`config.mk`:
```
export PLATFORM = sky130hd
export DESIGN_NAME = eem_core
export DESIGN_NICKNAME = d
export VERILOG_FILES = /design/src/inc/eem_pkg.sv /design/src/core/eem_core.sv
export SDC_FILE = /design/constraint.sdc
export NUM_CORES = 1
export LEC_CHECK = 0
export BUFFER_PORTS_ARGS = -buffer_cell sky130_fd_sc_hd__buf_2
export CORE_ASPECT_RATIO = 1.4
export CORE_MARGIN = 4
export CORE_UTILIZATION = 54
export CTS_BUF_LIST = sky130_fd_sc_hd__clkbuf_4
export DETAILED_ROUTE_END_ITERATION = 12
export PLACE_DENSITY = 0.86
export REMOVE_ABC_BUFFERS = 1
export SETUP_SLACK_MARGIN = 0.02
export SYNTH_ARGS = -nofsm -noshare
export SYNTH_HDL_FRONTEND = slang
export SYNTH_SLANG_ARGS = --single-unit
```
`constraint.sdc`:
```
create_clock -name mclk_i -period 2.3 [get_ports mclk_i]
set_input_delay 0.46 -clock mclk_i [delete_from_list [all_inputs] [get_ports mclk_i]]
set_output_delay 0.46 -clock mclk_i [all_outputs]
set_load 0.005 [all_outputs]
```
`src/inc/eem_pkg.sv`:
```
// Constants for the error enable mask register bank.
// Assumes one core clock domain and a plain register port.
package eem_pkg;

    // -----------------------------------------------------------------
    // Widths
    // -----------------------------------------------------------------
    localparam int EEM_AW = 8;
    localparam int EEM_DW = 16;
    localparam int EEM_FLAG_W = 12;
    localparam int EEM_EN_W = 13;
    localparam int EEM_IRQ_W = 2;

    // -----------------------------------------------------------------
    // Register offsets
    // -----------------------------------------------------------------
    localparam logic [7:0] EEM_ADDR_ERR_STATUS = 8'h06;
    localparam logic [7:0] EEM_ADDR_ERR_ENABLE = 8'h07;
    localparam logic [7:0] EEM_ADDR_CLK_COUNT = 8'h08;
    localparam logic [7:0] EEM_ADDR_IRQ_STATUS = 8'h09;
    localparam logic [7:0] EEM_ADDR_IRQ_CLEAR = 8'h0A;
    localparam logic [7:0] EEM_ADDR_IRQ_ENABLE = 8'h0B;

    // -----------------------------------------------------------------
    // Field positions in the enable register
    // -----------------------------------------------------------------
    localparam int EEM_BIT_CNT_EN = 12;
    localparam int EEM_BIT_POS_RANGE = 11;
    localparam int EEM_BIT_NEG_RANGE = 10;
    localparam int EEM_BIT_REF_RANGE = 9;
    localparam int EEM_BIT_REF_DETECT = 8;
    localparam int EEM_BIT_CONV_CHECK = 7;
    localparam int EEM_BIT_WR_IGNORE = 6;

    // Interrupt status bit positions.
    localparam int EEM_IRQ_ERR_FLAGGED = 0;
    localparam int EEM_IRQ_CNT_WRAP = 1;

    // -----------------------------------------------------------------
    // Reset values
    // -----------------------------------------------------------------
    localparam logic [15:0] EEM_ENABLE_RESET = 16'h0040;
    localparam logic [11:0] EEM_FLAGS_RESET = 12'h000;
    localparam logic [15:0] EEM_COUNT_RESET = 16'h0000;
    localparam logic [1:0] EEM_IRQ_RESET = 2'h0;

endpackage : eem_pkg

```
`src/core/eem_core.sv`:
```
// Error enable mask register bank with error status flags,
// master clock counter and a level interrupt.
// Assumes error events come from logic on mclk_i, one bit per flag.
`timescale 1ns/1ps

module eem_core
    import eem_pkg::*;
(
    // Clock and reset
    input wire logic mclk_i,
    input wire logic rst_i,
    // Register port
    input wire logic [EEM_AW-1:0] addr_i,
    input wire logic [EEM_DW-1:0] wr_data_i,
    input wire logic wr_i,
    input wire logic rd_i,
    output logic [EEM_DW-1:0] rd_data_o,
    // Error events and controls
    input wire logic [EEM_FLAG_W-1:0] err_event_i,
    output logic [EEM_FLAG_W-1:0] err_enable_o,
    output logic conv_check_run_o,
    output logic [EEM_DW-1:0] clk_count_o,
    // Interrupt
    output logic irq_o
);

    // -----------------------------------------------------------------
    // State
    // -----------------------------------------------------------------
    typedef struct packed {
        logic [EEM_EN_W-1:0] enable;
        logic [EEM_FLAG_W-1:0] flags;
        logic [EEM_DW-1:0] count;
        logic [EEM_IRQ_W-1:0] irq_stat;
        logic [EEM_IRQ_W-1:0] irq_en;
        logic [EEM_DW-1:0] rdata;
    } eem_state_t;

    eem_state_t s_q;
    eem_state_t s_d;

    logic wr_enable;
    logic wr_status;
    logic wr_irq_clr;
    logic wr_irq_en;
    logic [EEM_FLAG_W-1:0] flag_set;
    logic cnt_wrap;

    // -----------------------------------------------------------------
    // Decoding
    // -----------------------------------------------------------------
    // One strobe and one address compare, shared by every write decode.
    function automatic logic reg_hit(
        input logic strobe,
        input logic [EEM_AW-1:0] addr,
        input logic [EEM_AW-1:0] target
    );
        reg_hit = strobe && (addr == target);
    endfunction : reg_hit

    assign wr_enable = reg_hit(wr_i, addr_i, EEM_ADDR_ERR_ENABLE);
    assign wr_status = reg_hit(wr_i, addr_i, EEM_ADDR_ERR_STATUS);
    assign wr_irq_clr = reg_hit(wr_i, addr_i, EEM_ADDR_IRQ_CLEAR);
    assign wr_irq_en = reg_hit(wr_i, addr_i, EEM_ADDR_IRQ_ENABLE);

    // An event reaches its flag only through its enable bit.
    assign flag_set = err_event_i & s_q.enable[EEM_FLAG_W-1:0];
    assign cnt_wrap = s_q.enable[EEM_BIT_CNT_EN] && (&s_q.count);

    // -----------------------------------------------------------------
    // Next state
    // -----------------------------------------------------------------
    always_comb begin
        s_d = s_q;
        s_d.rdata = '0;
        if (wr_enable) begin
            // Reserved upper bits are simply not stored.
            s_d.enable = wr_data_i[EEM_EN_W-1:0];
        end
        // A new event in the clearing cycle wins over the clear.
        s_d.flags = s_q.flags;
        if (wr_status) begin
            s_d.flags = s_q.flags & ~wr_data_i[EEM_FLAG_W-1:0];
        end
        s_d.flags = s_d.flags | flag_set;
        if (s_q.enable[EEM_BIT_CNT_EN]) begin
            s_d.count = s_q.count + 16'h0001;
        end
        if (wr_irq_en) begin
            s_d.irq_en = wr_data_i[EEM_IRQ_W-1:0];
        end
        if (wr_irq_clr) begin
            s_d.irq_stat = s_q.irq_stat & ~wr_data_i[EEM_IRQ_W-1:0];
        end
        if (|flag_set) begin
            s_d.irq_stat[EEM_IRQ_ERR_FLAGGED] = 1'b1;
        end
        if (cnt_wrap) begin
            s_d.irq_stat[EEM_IRQ_CNT_WRAP] = 1'b1;
        end
        if (rd_i) begin
            unique case (addr_i)
                EEM_ADDR_ERR_ENABLE: s_d.rdata = {3'h0, s_q.enable};
                EEM_ADDR_ERR_STATUS: s_d.rdata = {4'h0, s_q.flags};
                EEM_ADDR_CLK_COUNT: s_d.rdata = s_q.count;
                EEM_ADDR_IRQ_STATUS: s_d.rdata = {14'h0000, s_q.irq_stat};
                EEM_ADDR_IRQ_ENABLE: s_d.rdata = {14'h0000, s_q.irq_en};
                default: s_d.rdata = '0;
            endcase
        end
    end

    // -----------------------------------------------------------------
    // Registers
    // -----------------------------------------------------------------
    always_ff @(posedge mclk_i) begin
        if (rst_i) begin
            s_q.enable <= EEM_ENABLE_RESET[EEM_EN_W-1:0];
            s_q.flags <= EEM_FLAGS_RESET;
            s_q.count <= EEM_COUNT_RESET;
            s_q.irq_stat <= EEM_IRQ_RESET;
            s_q.irq_en <= EEM_IRQ_RESET;
            s_q.rdata <= '0;
        end else begin
            s_q <= s_d;
        end
    end

    assign rd_data_o = s_q.rdata;
    assign err_enable_o = s_q.enable[EEM_FLAG_W-1:0];
    assign conv_check_run_o = s_q.enable[EEM_BIT_CONV_CHECK];
    assign clk_count_o = s_q.count;
    assign irq_o = |(s_q.irq_stat & s_q.irq_en);

    // -----------------------------------------------------------------
    // Checks
    // -----------------------------------------------------------------
    // Helper: high until the first write to the enable register.
    logic untouched_q;
    always_ff @(posedge mclk_i) begin
        if (rst_i) begin
            untouched_q <= 1'b1;
        end else if (wr_enable) begin
            untouched_q <= 1'b0;
        end
    end

    a_flag_needs_enable: assert property (
        @(posedge mclk_i) disable iff (rst_i)
        ##1 ((s_q.flags & ~$past(s_q.flags) & ~$past(s_q.enable[EEM_FLAG_W-1:0])) == '0))
        else $error("Error flag set while its enable was clear.");

    a_enable_reset_val: assert property (
        @(posedge mclk_i) disable iff (rst_i)
        untouched_q |-> ({3'h0, s_q.enable} == 16'h0040))
        else $error("Enable register left its reset value without a write.");

    a_wr_ignore_default: assert property (
        @(posedge mclk_i) disable iff (rst_i)
        untouched_q |-> s_q.enable[EEM_BIT_WR_IGNORE])
        else $error("Write ignore check enable not set after reset.");

    a_count_runs: assert property (
        @(posedge mclk_i) disable iff (rst_i)
        s_q.enable[EEM_BIT_CNT_EN] ##1 s_q.enable[EEM_BIT_CNT_EN]
        |-> s_q.count == $past(s_q.count) + 16'h0001)
        else $error("Clock counter did not advance while enabled.");

    a_count_holds: assert property (
        @(posedge mclk_i) disable iff (rst_i)
        !s_q.enable[EEM_BIT_CNT_EN] |=> $stable(s_q.count))
        else $error("Clock counter moved while disabled.");

    a_pos_range_gate: assert property (
        @(posedge mclk_i) disable iff (rst_i)
        (!s_q.enable[EEM_BIT_POS_RANGE] && !s_q.flags[EEM_BIT_POS_RANGE])
        |=> !s_q.flags[EEM_BIT_POS_RANGE])
        else $error("Positive input range flag set while disabled.");

    a_conv_check_out: assert property (
        @(posedge mclk_i) disable iff (rst_i)
        (wr_enable && wr_data_i[EEM_BIT_CONV_CHECK]) |=> conv_check_run_o)
        else $error("Conversion checks not running after enable write.");

    a_reserved_zero: assert property (
        @(posedge mclk_i) disable iff (rst_i)
        (rd_i && addr_i == EEM_ADDR_ERR_ENABLE) |=> rd_data_o[15:13] == 3'h0)
        else $error("Reserved enable bits read nonzero.");

    a_w1c_clears: assert property (
        @(posedge mclk_i) disable iff (rst_i)
        (wr_status && wr_data_i[0] && !err_event_i[0]) |=> !s_q.flags[0])
        else $error("Write of one did not clear the status flag.");

    a_w0_keeps: assert property (
        @(posedge mclk_i) disable iff (rst_i)
        (wr_status && !wr_data_i[1] && s_q.flags[1]) |=> s_q.flags[1])
        else $error("Write of zero cleared a status flag.");

    a_enable_readback: assert property (
        @(posedge mclk_i) disable iff (rst_i)
        wr_enable ##1 (rd_i && addr_i == EEM_ADDR_ERR_ENABLE && !wr_i)
        |=> rd_data_o == {3'h0, $past(wr_data_i[EEM_EN_W-1:0], 2)})
        else $error("Enable register did not read back the written value.");

    a_irq_level: assert property (
        @(posedge mclk_i) disable iff (rst_i)
        (err_event_i[2] && s_q.enable[2] && s_q.irq_en[EEM_IRQ_ERR_FLAGGED]) |=> irq_o)
        else $error("Interrupt not raised for an enabled error event.");

    // -----------------------------------------------------------------
    // Checks on the individual error gates
    // -----------------------------------------------------------------

    a_neg_range_gate: assert property (
        @(posedge mclk_i) disable iff (rst_i)
        (!s_q.enable[EEM_BIT_NEG_RANGE] && !s_q.flags[EEM_BIT_NEG_RANGE])
        |=> !s_q.flags[EEM_BIT_NEG_RANGE])
        else $error("Negative input range flag set while disabled.");

    a_ref_range_gate: assert property (
        @(posedge mclk_i) disable iff (rst_i)
        (!s_q.enable[EEM_BIT_REF_RANGE] && !s_q.flags[EEM_BIT_REF_RANGE])
        |=> !s_q.flags[EEM_BIT_REF_RANGE])
        else $error("Reference range flag set while disabled.");

    a_ref_detect_gate: assert property (
        @(posedge mclk_i) disable iff (rst_i)
        (!s_q.enable[EEM_BIT_REF_DETECT] && !s_q.flags[EEM_BIT_REF_DETECT])
        |=> !s_q.flags[EEM_BIT_REF_DETECT])
        else $error("Reference detect flag set while disabled.");

    a_conv_flag_gate: assert property (
        @(posedge mclk_i) disable iff (rst_i)
        (!s_q.enable[EEM_BIT_CONV_CHECK] && !s_q.flags[EEM_BIT_CONV_CHECK])
        |=> !s_q.flags[EEM_BIT_CONV_CHECK])
        else $error("Conversion flag set while disabled.");

    a_pos_range_sets: assert property (
        @(posedge mclk_i) disable iff (rst_i)
        (err_event_i[EEM_BIT_POS_RANGE] && s_q.enable[EEM_BIT_POS_RANGE])
        |=> s_q.flags[EEM_BIT_POS_RANGE])
        else $error("Enabled positive input range event was lost.");

    a_neg_range_sets: assert property (
        @(posedge mclk_i) disable iff (rst_i)
        (err_event_i[EEM_BIT_NEG_RANGE] && s_q.enable[EEM_BIT_NEG_RANGE])
        |=> s_q.flags[EEM_BIT_NEG_RANGE])
        else $error("Enabled negative input range event was lost.");

    a_ref_range_sets: assert property (
        @(posedge mclk_i) disable iff (rst_i)
        (err_event_i[EEM_BIT_REF_RANGE] && s_q.enable[EEM_BIT_REF_RANGE])
        |=> s_q.flags[EEM_BIT_REF_RANGE])
        else $error("Enabled reference range event was lost.");

    a_ref_detect_sets: assert property (
        @(posedge mclk_i) disable iff (rst_i)
        (err_event_i[EEM_BIT_REF_DETECT] && s_q.enable[EEM_BIT_REF_DETECT])
        |=> s_q.flags[EEM_BIT_REF_DETECT])
        else $error("Enabled reference detect event was lost.");

    a_conv_flag_sets: assert property (
        @(posedge mclk_i) disable iff (rst_i)
        (err_event_i[EEM_BIT_CONV_CHECK] && s_q.enable[EEM_BIT_CONV_CHECK])
        |=> s_q.flags[EEM_BIT_CONV_CHECK])
        else $error("Enabled conversion event was lost.");

    a_conv_check_stop: assert property (
        @(posedge mclk_i) disable iff (rst_i)
        (wr_enable && !wr_data_i[EEM_BIT_CONV_CHECK]) |=> !conv_check_run_o)
        else $error("Conversion checks still running after disable write.");

    a_flag_event_irq: assert property (
        @(posedge mclk_i) disable iff (rst_i)
        (|(err_event_i & s_q.enable[EEM_FLAG_W-1:0]))
        |=> s_q.irq_stat[EEM_IRQ_ERR_FLAGGED])
        else $error("Enabled error event did not mark the interrupt status.");

    a_set_beats_clear: assert property (
        @(posedge mclk_i) disable iff (rst_i)
        (wr_status && wr_data_i[3] && err_event_i[3] && s_q.enable[3]) |=> s_q.flags[3])
        else $error("Clear won over an event in the same cycle.");

    // -----------------------------------------------------------------
    // Checks on the register port
    // -----------------------------------------------------------------

    a_reserved_unstored: assert property (
        @(posedge mclk_i) disable iff (rst_i)
        wr_enable |=> s_q.enable == $past(wr_data_i[EEM_EN_W-1:0]))
        else $error("Enable register did not store the written bits.");

    a_err_enable_follows: assert property (
        @(posedge mclk_i) disable iff (rst_i)
        wr_enable |=> err_enable_o == $past(wr_data_i[EEM_FLAG_W-1:0]))
        else $error("Error enable outputs do not follow the write.");

    a_wr_ignore_keep: assert property (
        @(posedge mclk_i) disable iff (rst_i)
        (wr_enable && wr_data_i[EEM_BIT_WR_IGNORE]) |=> err_enable_o[EEM_BIT_WR_IGNORE])
        else $error("Write ignore check enable lost after a write of one.");

    a_enable_readval: assert property (
        @(posedge mclk_i) disable iff (rst_i)
        (rd_i && addr_i == EEM_ADDR_ERR_ENABLE) |=> rd_data_o == {3'h0, $past(s_q.enable)})
        else $error("Enable register read returned a wrong value.");

    a_status_readback: assert property (
        @(posedge mclk_i) disable iff (rst_i)
        (rd_i && addr_i == EEM_ADDR_ERR_STATUS) |=> rd_data_o == {4'h0, $past(s_q.flags)})
        else $error("Status register read returned a wrong value.");

    a_count_readback: assert property (
        @(posedge mclk_i) disable iff (rst_i)
        (rd_i && addr_i == EEM_ADDR_CLK_COUNT) |=> rd_data_o == $past(s_q.count))
        else $error("Counter register read returned a wrong value.");

    a_irq_stat_readback: assert property (
        @(posedge mclk_i) disable iff (rst_i)
        (rd_i && addr_i == EEM_ADDR_IRQ_STATUS)
        |=> rd_data_o == {14'h0000, $past(s_q.irq_stat)})
        else $error("Interrupt status read returned a wrong value.");

    a_unmapped_read: assert property (
        @(posedge mclk_i) disable iff (rst_i)
        (rd_i && addr_i > EEM_ADDR_IRQ_ENABLE) |=> rd_data_o == '0)
        else $error("Unmapped address read returned nonzero data.");

    a_rdata_idle: assert property (
        @(posedge mclk_i) disable iff (rst_i)
        !rd_i |=> rd_data_o == '0)
        else $error("Read data stood outside its cycle.");

    a_count_wrap_irq: assert property (
        @(posedge mclk_i) disable iff (rst_i)
        (s_q.enable[EEM_BIT_CNT_EN] && (&s_q.count)) |=> s_q.irq_stat[EEM_IRQ_CNT_WRAP])
        else $error("Counter wrap did not mark the interrupt status.");

    a_irq_clear_works: assert property (
        @(posedge mclk_i) disable iff (rst_i)
        (wr_irq_clr && wr_data_i[EEM_IRQ_ERR_FLAGGED] && !(|flag_set))
        |=> !s_q.irq_stat[EEM_IRQ_ERR_FLAGGED])
        else $error("Interrupt status bit survived its clear.");

endmodule : eem_core

```
Yosys cells after proc, flatten, opt, wreduce, memory -nomap -nowiden
Index checks and enable logic that the tools add are counted.
- equality and inequality tests: 6
- bitwise gates (word level): 8
- divide/modulo/power cells: 0
- $lt $le $gt $ge: 0
- reductions and logical operators: 11
- multipliers: 0
- shifts and indexed selects: 0
- multiplexer cells: 5
- add/sub/neg operators: 1
- operators with widths (operator ; number):
    one-hot mux 16 bit (5 select lines) ; 1
    == test 8 x 4 -> 1 bit, second input constant ; 4
    bitwise AND 12 bit ; 2
    adder 16 x 1 -> 16 bit, second input constant ; 1
    == test 8 x 3 -> 1 bit, second input constant ; 2
    AND reduction 16 bit ; 1
    two-way mux 12 bit ; 1
    NOT 12 bit ; 1
    bitwise OR 12 bit ; 1
    OR reduction 12 bit ; 1
    logical AND 1 bit ; 5
    bitwise AND 2 bit ; 2
    nonzero test 2 bit ; 2
    OR reduction 2 bit ; 2
    two-way mux 1 bit ; 2
    two-way mux 2 bit ; 1
    NOT 2 bit ; 1
    NOT 1 bit ; 1
- register bits: 61
- word-level logic and storage cells: 38
- output and inout port bits: 46
- memory bits (read-only): 0
- bits in writable memories: 0
- latch bits: 0
- memories: 0
- input port bits: 40

Logic depth before layout (Yosys ltp)
Gate-level depths: netlist of the first run.
- depth after elaboration: 4
- mapped depth: 7
- gate-level depth less buffers: 5

Worst setup path before layout of the first run
No wires, ideal clock.
- path kind: input port to flip-flop
- from: input addr_i[5]
- to: register s_q, in the netlist rd_data_o[10]
- buffers on the path: 1
- library setup time: 65 ps
- stages: 4
- data required time: 2235 ps
- path slack: 464 ps
- data arrival time: 1771 ps
- cell sequence: or4_4 > or4b_4 > buf_2 > nor2_1
- longest elaborated chain between the ends: 2
- elaborated cells on any way between the ends: 6
- those cells by class: eq/ne: 5; mux: 1
- ends and longest elaborated chain (element ; line ; text):
    start, declared ; eem_core.sv:13 ; input wire logic [EEM_AW-1:0] addr_i,
    == test 8 x 4 -> 1 bit / == test 8 x 3 -> 1 bit (equally long branches) ; eem_core.sv:102 ; unique case (addr_i)
    one-hot mux 16 bit (5 select lines) * ; eem_core.sv:102 ;
    end, declared ; eem_core.sv:39 ; eem_state_t s_q;
Mark *: on every way between the ends. The rest lies on a longest branch, timed or not.
A chain may end at the register's enable or synchronous reset.

Worst setup path after layout of the first run
- from: register s_q, in the netlist clk_count_o[3]
- to: register s_q, in the netlist clk_count_o[15]
- longest elaborated chain between the ends: 1
- ends and longest elaborated chain (element ; line ; text):
    adder 16 x 1 -> 16 bit ; eem_core.sv:87 ; s_d.count = s_q.count + 16'h0001;
Every way passes these cells.

==> key figures, run 1 <==
Floorplan
  – Die H: between 90 and 100 um
  – Num rows: 31
  – Die footprint: between 6000 and 7000 um^2
  – Die width: 70.4 um
  – IO Count: 86
  – Initial Util: approximately 56%
  – Core area: 5240 um^2

Worst setup path
  – Crit path arrival time: around 2200 ps
  – Critical Path Start Type: flip-flop
  – Setup slack, reg-to-reg: roughly 390 ps
  – Critical R2R Capture: clk_count_o[15]
  – Setup CP Type: flip-flop to flip-flop
  – Path depth of the worst reg2reg path: 4
  – CP Capture Type: flip-flop
  – Req. time, crit path: between 2000 and 3000 ps
  – Worst r2r src: clk_count_o[3]
  – Critical Path Fanout Max: 9

Run status
  – Status: finished, final reports clean

Power
  – Sequential power share: between 50% and 60%
  – Clock power frac: between 30% and 40%
  – Pwr Density: 580 nW/um^2
  – Switch share: 21.7%
  – Static Leak: around 1.4 nW
  – VDD IR max: 0.000379 V
  – Part of the power in combinational logic: 4.9%
  – Internal Power: roughly 1.5 mW
  – Psw: 408 uW

STA
  – Final Setup Violations: 0
  – Max Slew Vio Count: 0
  – Slew @ Worst Pin: 464 ps
  – Fin crit period: 1910 ps
  – Fmax: ~520 MHz
  – Final setup margin: ~390 ps
  – Slew margin rel.: between 60% and 70%
  – Final Skew: 14.6 ps
  – Tcrit/Tclk final: roughly 83%
  – Fin. Hold Viols: 0
  – RSZ-0062 raised after global routing: no

Placed design
  – Place WS: 292 ps
  – Placed Cells: 433
  – Final GP Congestion: 0.866
  – IO buf count: 82
  – Hpwl dp: 5270 um

Final layout
  – Final core utilization: 61.9%
  – Layout cell share with drive strength beyond 1: 30.6%
  – Fillers: between 400 and 500
  – # diodes: 0
  – Final-stage net count: 419
  – Area growth, synth to finish: 9.98%
  – Commonest non-fill, non-tap cell in the layout: buf_2
  – Layout Cells excl Fill: between 400 and 500
  – Most frequent cells in the layout: 82 x buf_2, 61 x dfxtp_1, 41 x nor2_1

Detailed routing
  – Via count: 2498
  – DRC viols: 0
  – Via density: 5.58
  – TritonRoute pass-1 iters: 4
  – Initial DRC Count: around 180
  – Post-route antenna net violation count: 0
  – Post-Route WL: 6930 um
  – WL/cell: 15.5 um

Global routing
  – Gr usage total: 21.7%
  – Number of global-route vias before repair: 2471
  – Grt ovf: 0
  – Initial antenna violation count: 0
  – Largest net degree at the start of global routing: 44
  – First-pass GRT wire length: about 11000 um

Clocking
  – # clock sinks: between 60 and 70
  – # Post-CTS Setup Buffers: 0
  – CTS-repair resized insts: 0
  – CTS tree: done
  – Root buffer cell: clkbuf_4
  – Hold Buf Count CTS: 0
  – Clk_lat worst skew: around 400 ps
  – H-tree depth: 3
  – Clk slew on worst S/H paths: 90 ps
  – Clk buf depth: 2
  – TritonCTS buffer count: 9

Job
  – Max-cap violation count: 0

Synthesis
  – Post-synthesis cell area: 2950 um^2
  – Post-synthesis register bit count: 61
  – Sequential cell area fraction in the yosys report: 41.4%
  – Ys Warns: 0
  – Synth Area per Inst: a little under 9 um^2
  – Syn Inst Count: 336
  – Cell variety after synth: 41

Hold path
  – Hold endpoint: err_enable_o[6]
  – Hold WC Path Type: input port to flip-flop
  – Hold Path Stages: 2
  – Min-Delay Startpoint: wr_data_i[6]
==> metal layers <==
| layer | share of wire, % | vias to the layer above | routed length (um) | global-route usage [%] |
|---|---|---|---|---|
| met5 | 0 | - | 0 | 0 |
| met4 | 3.5 | 0 | 241 | 13.4 |
| met3 | 7.0 | 20 | 486 | 5.91 |
| met2 | 52 | 97 | 3610 | 38.8 |
| met1 | 37 | 1172 | 2590 | 22.4 |
| li1 | - | 1209 | - | - |
==> sequential cells by signal, indices dropped and copies added (netlist names) <==
name and cells:
clk_count_o 16, s_q 17, rd_data_o 16, conv_check_run_o 1
err_enable_o 11
==> worst max-delay path by stage <==
stage                               from         endpoint  slack, ps  cells past startpoint
after floorplan                addr_i[5]  err_enable_o[6]       -170                      4
after global placement         addr_i[5]     rd_data_o[1]        330                      4
after detailed placement       addr_i[5]          s_q[45]        290                      6
after CTS                 clk_count_o[3]  clk_count_o[15]        410                      4
after global routing      clk_count_o[3]  clk_count_o[15]        280                      4
final                     clk_count_o[3]  clk_count_o[15]        390                      4
==> per-stage QoR <==
step	instance area, um^2	hold slack, ps	power [mW]	TNS [ps]
after floorplan	2550	445	1.11	-1240
after global placement	3110	458	1.17	0
after detailed placement	3110	471	1.18	0
after CTS	3240	265	1.90	0
after global routing	3240	269	1.96	0
final	3240	291	1.88	0
==> cell type report <==
class	count	area [um^2]	share of cell area [%]
clock buffer	13	97.6	3.01
clock inverter	2	35.0	1.08
inverter	17	63.8	1.97
multi-input combinational	199	1270	39.2
sequential	61	1220	37.7
tap	66	82.6	2.55
timing repair buffer	90	470	14.5
==> cell usage after synthesis (all sizes together) <==
cell | instances | area share (%)
mux2i | 15 | 5.1
mux2 | 4 | 1.5
nor3b | 5 | 1.6
o21ai | 16 | 2.7
nor3 | 1 | 0.17
nor4bb | 1 | 0.34
xnor2 | 7 | 2.1
inv | 17 | 2.2
or4 | 2 | 0.76
nand4 | 11 | 2.8
and2 | 2 | 0.42
nor2 | 41 | 5.2
nand2 | 18 | 2.3
clkbuf | 10 | 1.3
nand2b | 1 | 0.21
nor2b | 2 | 0.42
nor4 | 4 | 0.85
a2111oi | 1 | 0.30
and3 | 6 | 1.3
and3b | 1 | 0.30
ha | 1 | 0.42
or3 | 4 | 0.89
or4b | 1 | 0.47
nor4b | 1 | 0.30
nand3 | 6 | 1.0
buf | 49 | 12
a22oi | 12 | 3.1
a21oi | 17 | 2.9
a22o | 9 | 2.7
dfxtp | 61 | 41
a211o | 1 | 0.30
nand4b | 1 | 0.30
a32o | 2 | 0.68
xor2 | 4 | 1.2
a31oi | 2 | 0.42
==> power groups by stage <==
stage	registers, mW	clock network, mW	logic (mW)
3_3_place_gp	1.08	0	0.0888
5_1_grt	1.06	0.796	0.102
6_report	1.06	0.726	0.0928
4_1_cts	1.06	0.746	0.0917
2_1_floorplan	1.08	0	0.0250
3_5_place_dp	1.09	0	0.0916
==> kinds of logic after synthesis <==
kind of cell | synth area share [%]
mux | 6.62
flops | 41.4
fa+ha+maj | 0.425
compound gates | 13.1
buf+inv | 15.5
simple gates | 19.7
xor+xnor | 3.27
==> worst max-delay path, cell delays in order, from the launching register on <==
cell and delay, ps:
dfxtp_1 530, nand4_4 200, or4_4 590, or3_1 370, a21oi_1 140
(Power assumes the default switching activity.)
==> run 2, diff against run 1 <==
Settings changed: ABC_AREA from default to 1, PLACE_DENSITY 0.86 to 0.85.
Clock period 2.3 ns to 1.8 ns, I/O delays scaled along.
==> run 2 against run 1 <==
  * Sequential power up 28%
  * Critical endpoint is now clk_count_o[12]
  * Highest routed layer unchanged
  * Flip-flop and latch count unchanged
  * Synthesized area up 8.4%
==> key figures, run 2 <==
Detailed routing
  – Initial DRC Count: 243
  – Post-route antenna net violation count: 0
  – Via count: ~3000
  – TritonRoute pass-1 iters: 7
  – Routed wl met2: 4100 um
  – Via density: approximately 5.4
  – DRC viols: 0
  – WL/cell: between 10 and 15 um
  – M1 WL: 3100 um
  – Post-Route WL: 8050 um
  – DR WL met3: 609 um
  – Top sig layer: met4

STA
  – Slew @ Worst Pin: 383 ps
  – RSZ-0062 raised after global routing: no
  – Fmax: approximately 650 MHz
  – Max Slew Vio Count: 0
  – Final Skew: 9.91 ps
  – Final Setup Violations: 0
  – Slew margin rel.: 74.4%
  – Fin. Hold Viols: 0
  – Tcrit/Tclk final: 85.0%
  – Final setup margin: between 200 and 300 ps
  – Post-route setup TNS: 0 ps
  – Fin crit period: approximately 1500 ps
  – Min Hold Slack: 194 ps

Global routing
  – Largest net degree at the start of global routing: 30
  – Initial antenna violation count: 0
  – Number of global-route vias before repair: 2944
  – Grt ovf: 0
  – Gr usage total: 23.8%
  – First-pass GRT wire length: roughly 13000 um

Final layout
  – # diodes: 0
  – Max reg flops: 17
  – Final-stage net count: roughly 530
  – Area occupied by multi-input gates: 1400 um^2
  – Most frequent cells in the layout: 102 x nand2_1, 82 x buf_2, 61 x dfxtp_1
  – Layout cell share with drive strength beyond 1: 28.6%
  – Fillers: 526
  – Most flop-heavy register: s_q
  – Storage element area: 1220 um^2
  – Layout Cells excl Fill: between 500 and 600
  – Area growth, synth to finish: 7.99%
  – Commonest non-fill, non-tap cell in the layout: nand2_1

Clocking
  – TritonCTS buffer count: 9
  – Hold Buf Count CTS: 0
  – CTS-repair resized insts: 0
  – # clock sinks: 61
  – H-tree depth: 3
  – CTS tree: done
  – Clk_lat worst skew: 400 ps
  – Root buffer cell: clkbuf_4
  – # Post-CTS Setup Buffers: 0
  – Clk buf depth: 2
  – Clk slew on worst S/H paths: 100 ps

Synthesis
  – Syn Inst Count: 449
  – Cell variety after synth: 28
  – Ys Warns: 0
  – Post-synthesis cell area: 3190 um^2
  – Ys async rst share: 0%
  – Top cells by area, synth: dfxtp_1 38%, nand2_1 12%, buf_4 11%, nand3_1 6.6%, nor2_1 6.2%
  – Post-synthesis register bit count: 61
  – Most common cell in the netlist: nand2_1
  – Sequential cell area fraction in the yosys report: 38.2%
  – Area leader, netlist: dfxtp_1
  – Primary FF master, synth: dfxtp_1
  – Synth Area per Inst: roughly 7.1 um^2
  – Most frequent cells after synthesis: 102 x nand2_1, 61 x dfxtp_1, 53 x nor2_1
  – Synth top area share: 38.2%
  – Post-synth EDFFs: 0

Floorplan
  – Die width: 73 um
  – Num rows: 32
  – Initial Util: 56.6%
  – Core area: 5650 um^2
  – Die H: 99.0 um
  – IO Count: 86
  – Die footprint: 7230 um^2

Worst setup path
  – Critical Path Fanout Max: 5
  – Worst r2r src: clk_count_o[1]
  – Crit path launch: clk_count_o[1]
  – Req. time, crit path: 2100 ps
  – Crit path arrival time: ~1800 ps
  – Setup CP Type: flip-flop to flip-flop
  – CP Capture Type: flip-flop
  – Critical Path Start Type: flip-flop

Hold path
  – Hold WC Path Type: input port to flip-flop
  – Min-Delay Startpoint: wr_data_i[6]

Placed design
  – Placed Cells: 550
  – Hpwl dp: 6120 um
  – Place WS: 278 ps
  – IO buf count: 82
  – Final GP Congestion: 0.924

Power
  – VDD IR max: between 0.0004 and 0.0005 V
  – Overall power: 2.27 mW
  – Static Leak: between 1.5 and 2 nW
  – Pwr Density: about 660 nW/um^2

Job
  – Max-cap violation count: 0

Run status
  – Status: finished, final reports clean
[run 2: cell families after synthesis]
logic type | share of synthesized area [%]
AOI/OAI and AO/OA | 11.5
adders and majority gates | 0.392
buffers and inverters | 18.0
DFF | 38.2
and+or+nand+nor | 31.9
[run 2: layout make-up]
class | instances | share of cell area [%]
multi-input combinational | 291 | 40.6
sequential | 61 | 35.4
timing repair buffer | 91 | 14.2
tap | 68 | 2.47
inverter | 39 | 4.35
clock buffer | 12 | 2.61
clock inverter | 3 | 0.399
[run 2: metrics by stage]
stage,utilization (%),area [um^2]
after floorplan,-,2770
after global placement,59.3,3350
after detailed placement,59.3,3350
after CTS,61.1,3450
after global routing,61.1,3450
final,61.1,3450
[run 2: worst max-delay path: stages (launching register included)]
cell and delay (ps):
dfxtp_1 420, ha_1 220, nand3_1 100, nor2_1 190, nand3_1 160, nor2_1 180, nand2_1 70, nand2_1 60
nor2_1 30
[run 2: power by group]
part	switching [mW]	leakage (nW)	internal, mW	total (mW)
registers	0.00316	0.492	1.35	1.36
logic	0.0861	0.980	0.0494	0.136
clock network	0.462	0.0646	0.315	0.777
[run 2: layer usage]
layer / track usage [%] / vias to the layer above
li1: - / 1490
met1: 27.4 / 1397
met2: 39.4 / 125
met3: 6.94 / 23
met4: 11.9 / 0
met5: 0 / -
[run 2: worst paths after layout]
kind | to | slack, ps | cells past startpoint
hold / removal | err_enable_o[6] | 190 | 3
hold reg to reg | s_q[42] | 470 | 2
setup reg to reg | clk_count_o[12] | 270 | 8
setup / recovery | clk_count_o[12] | 270 | 8
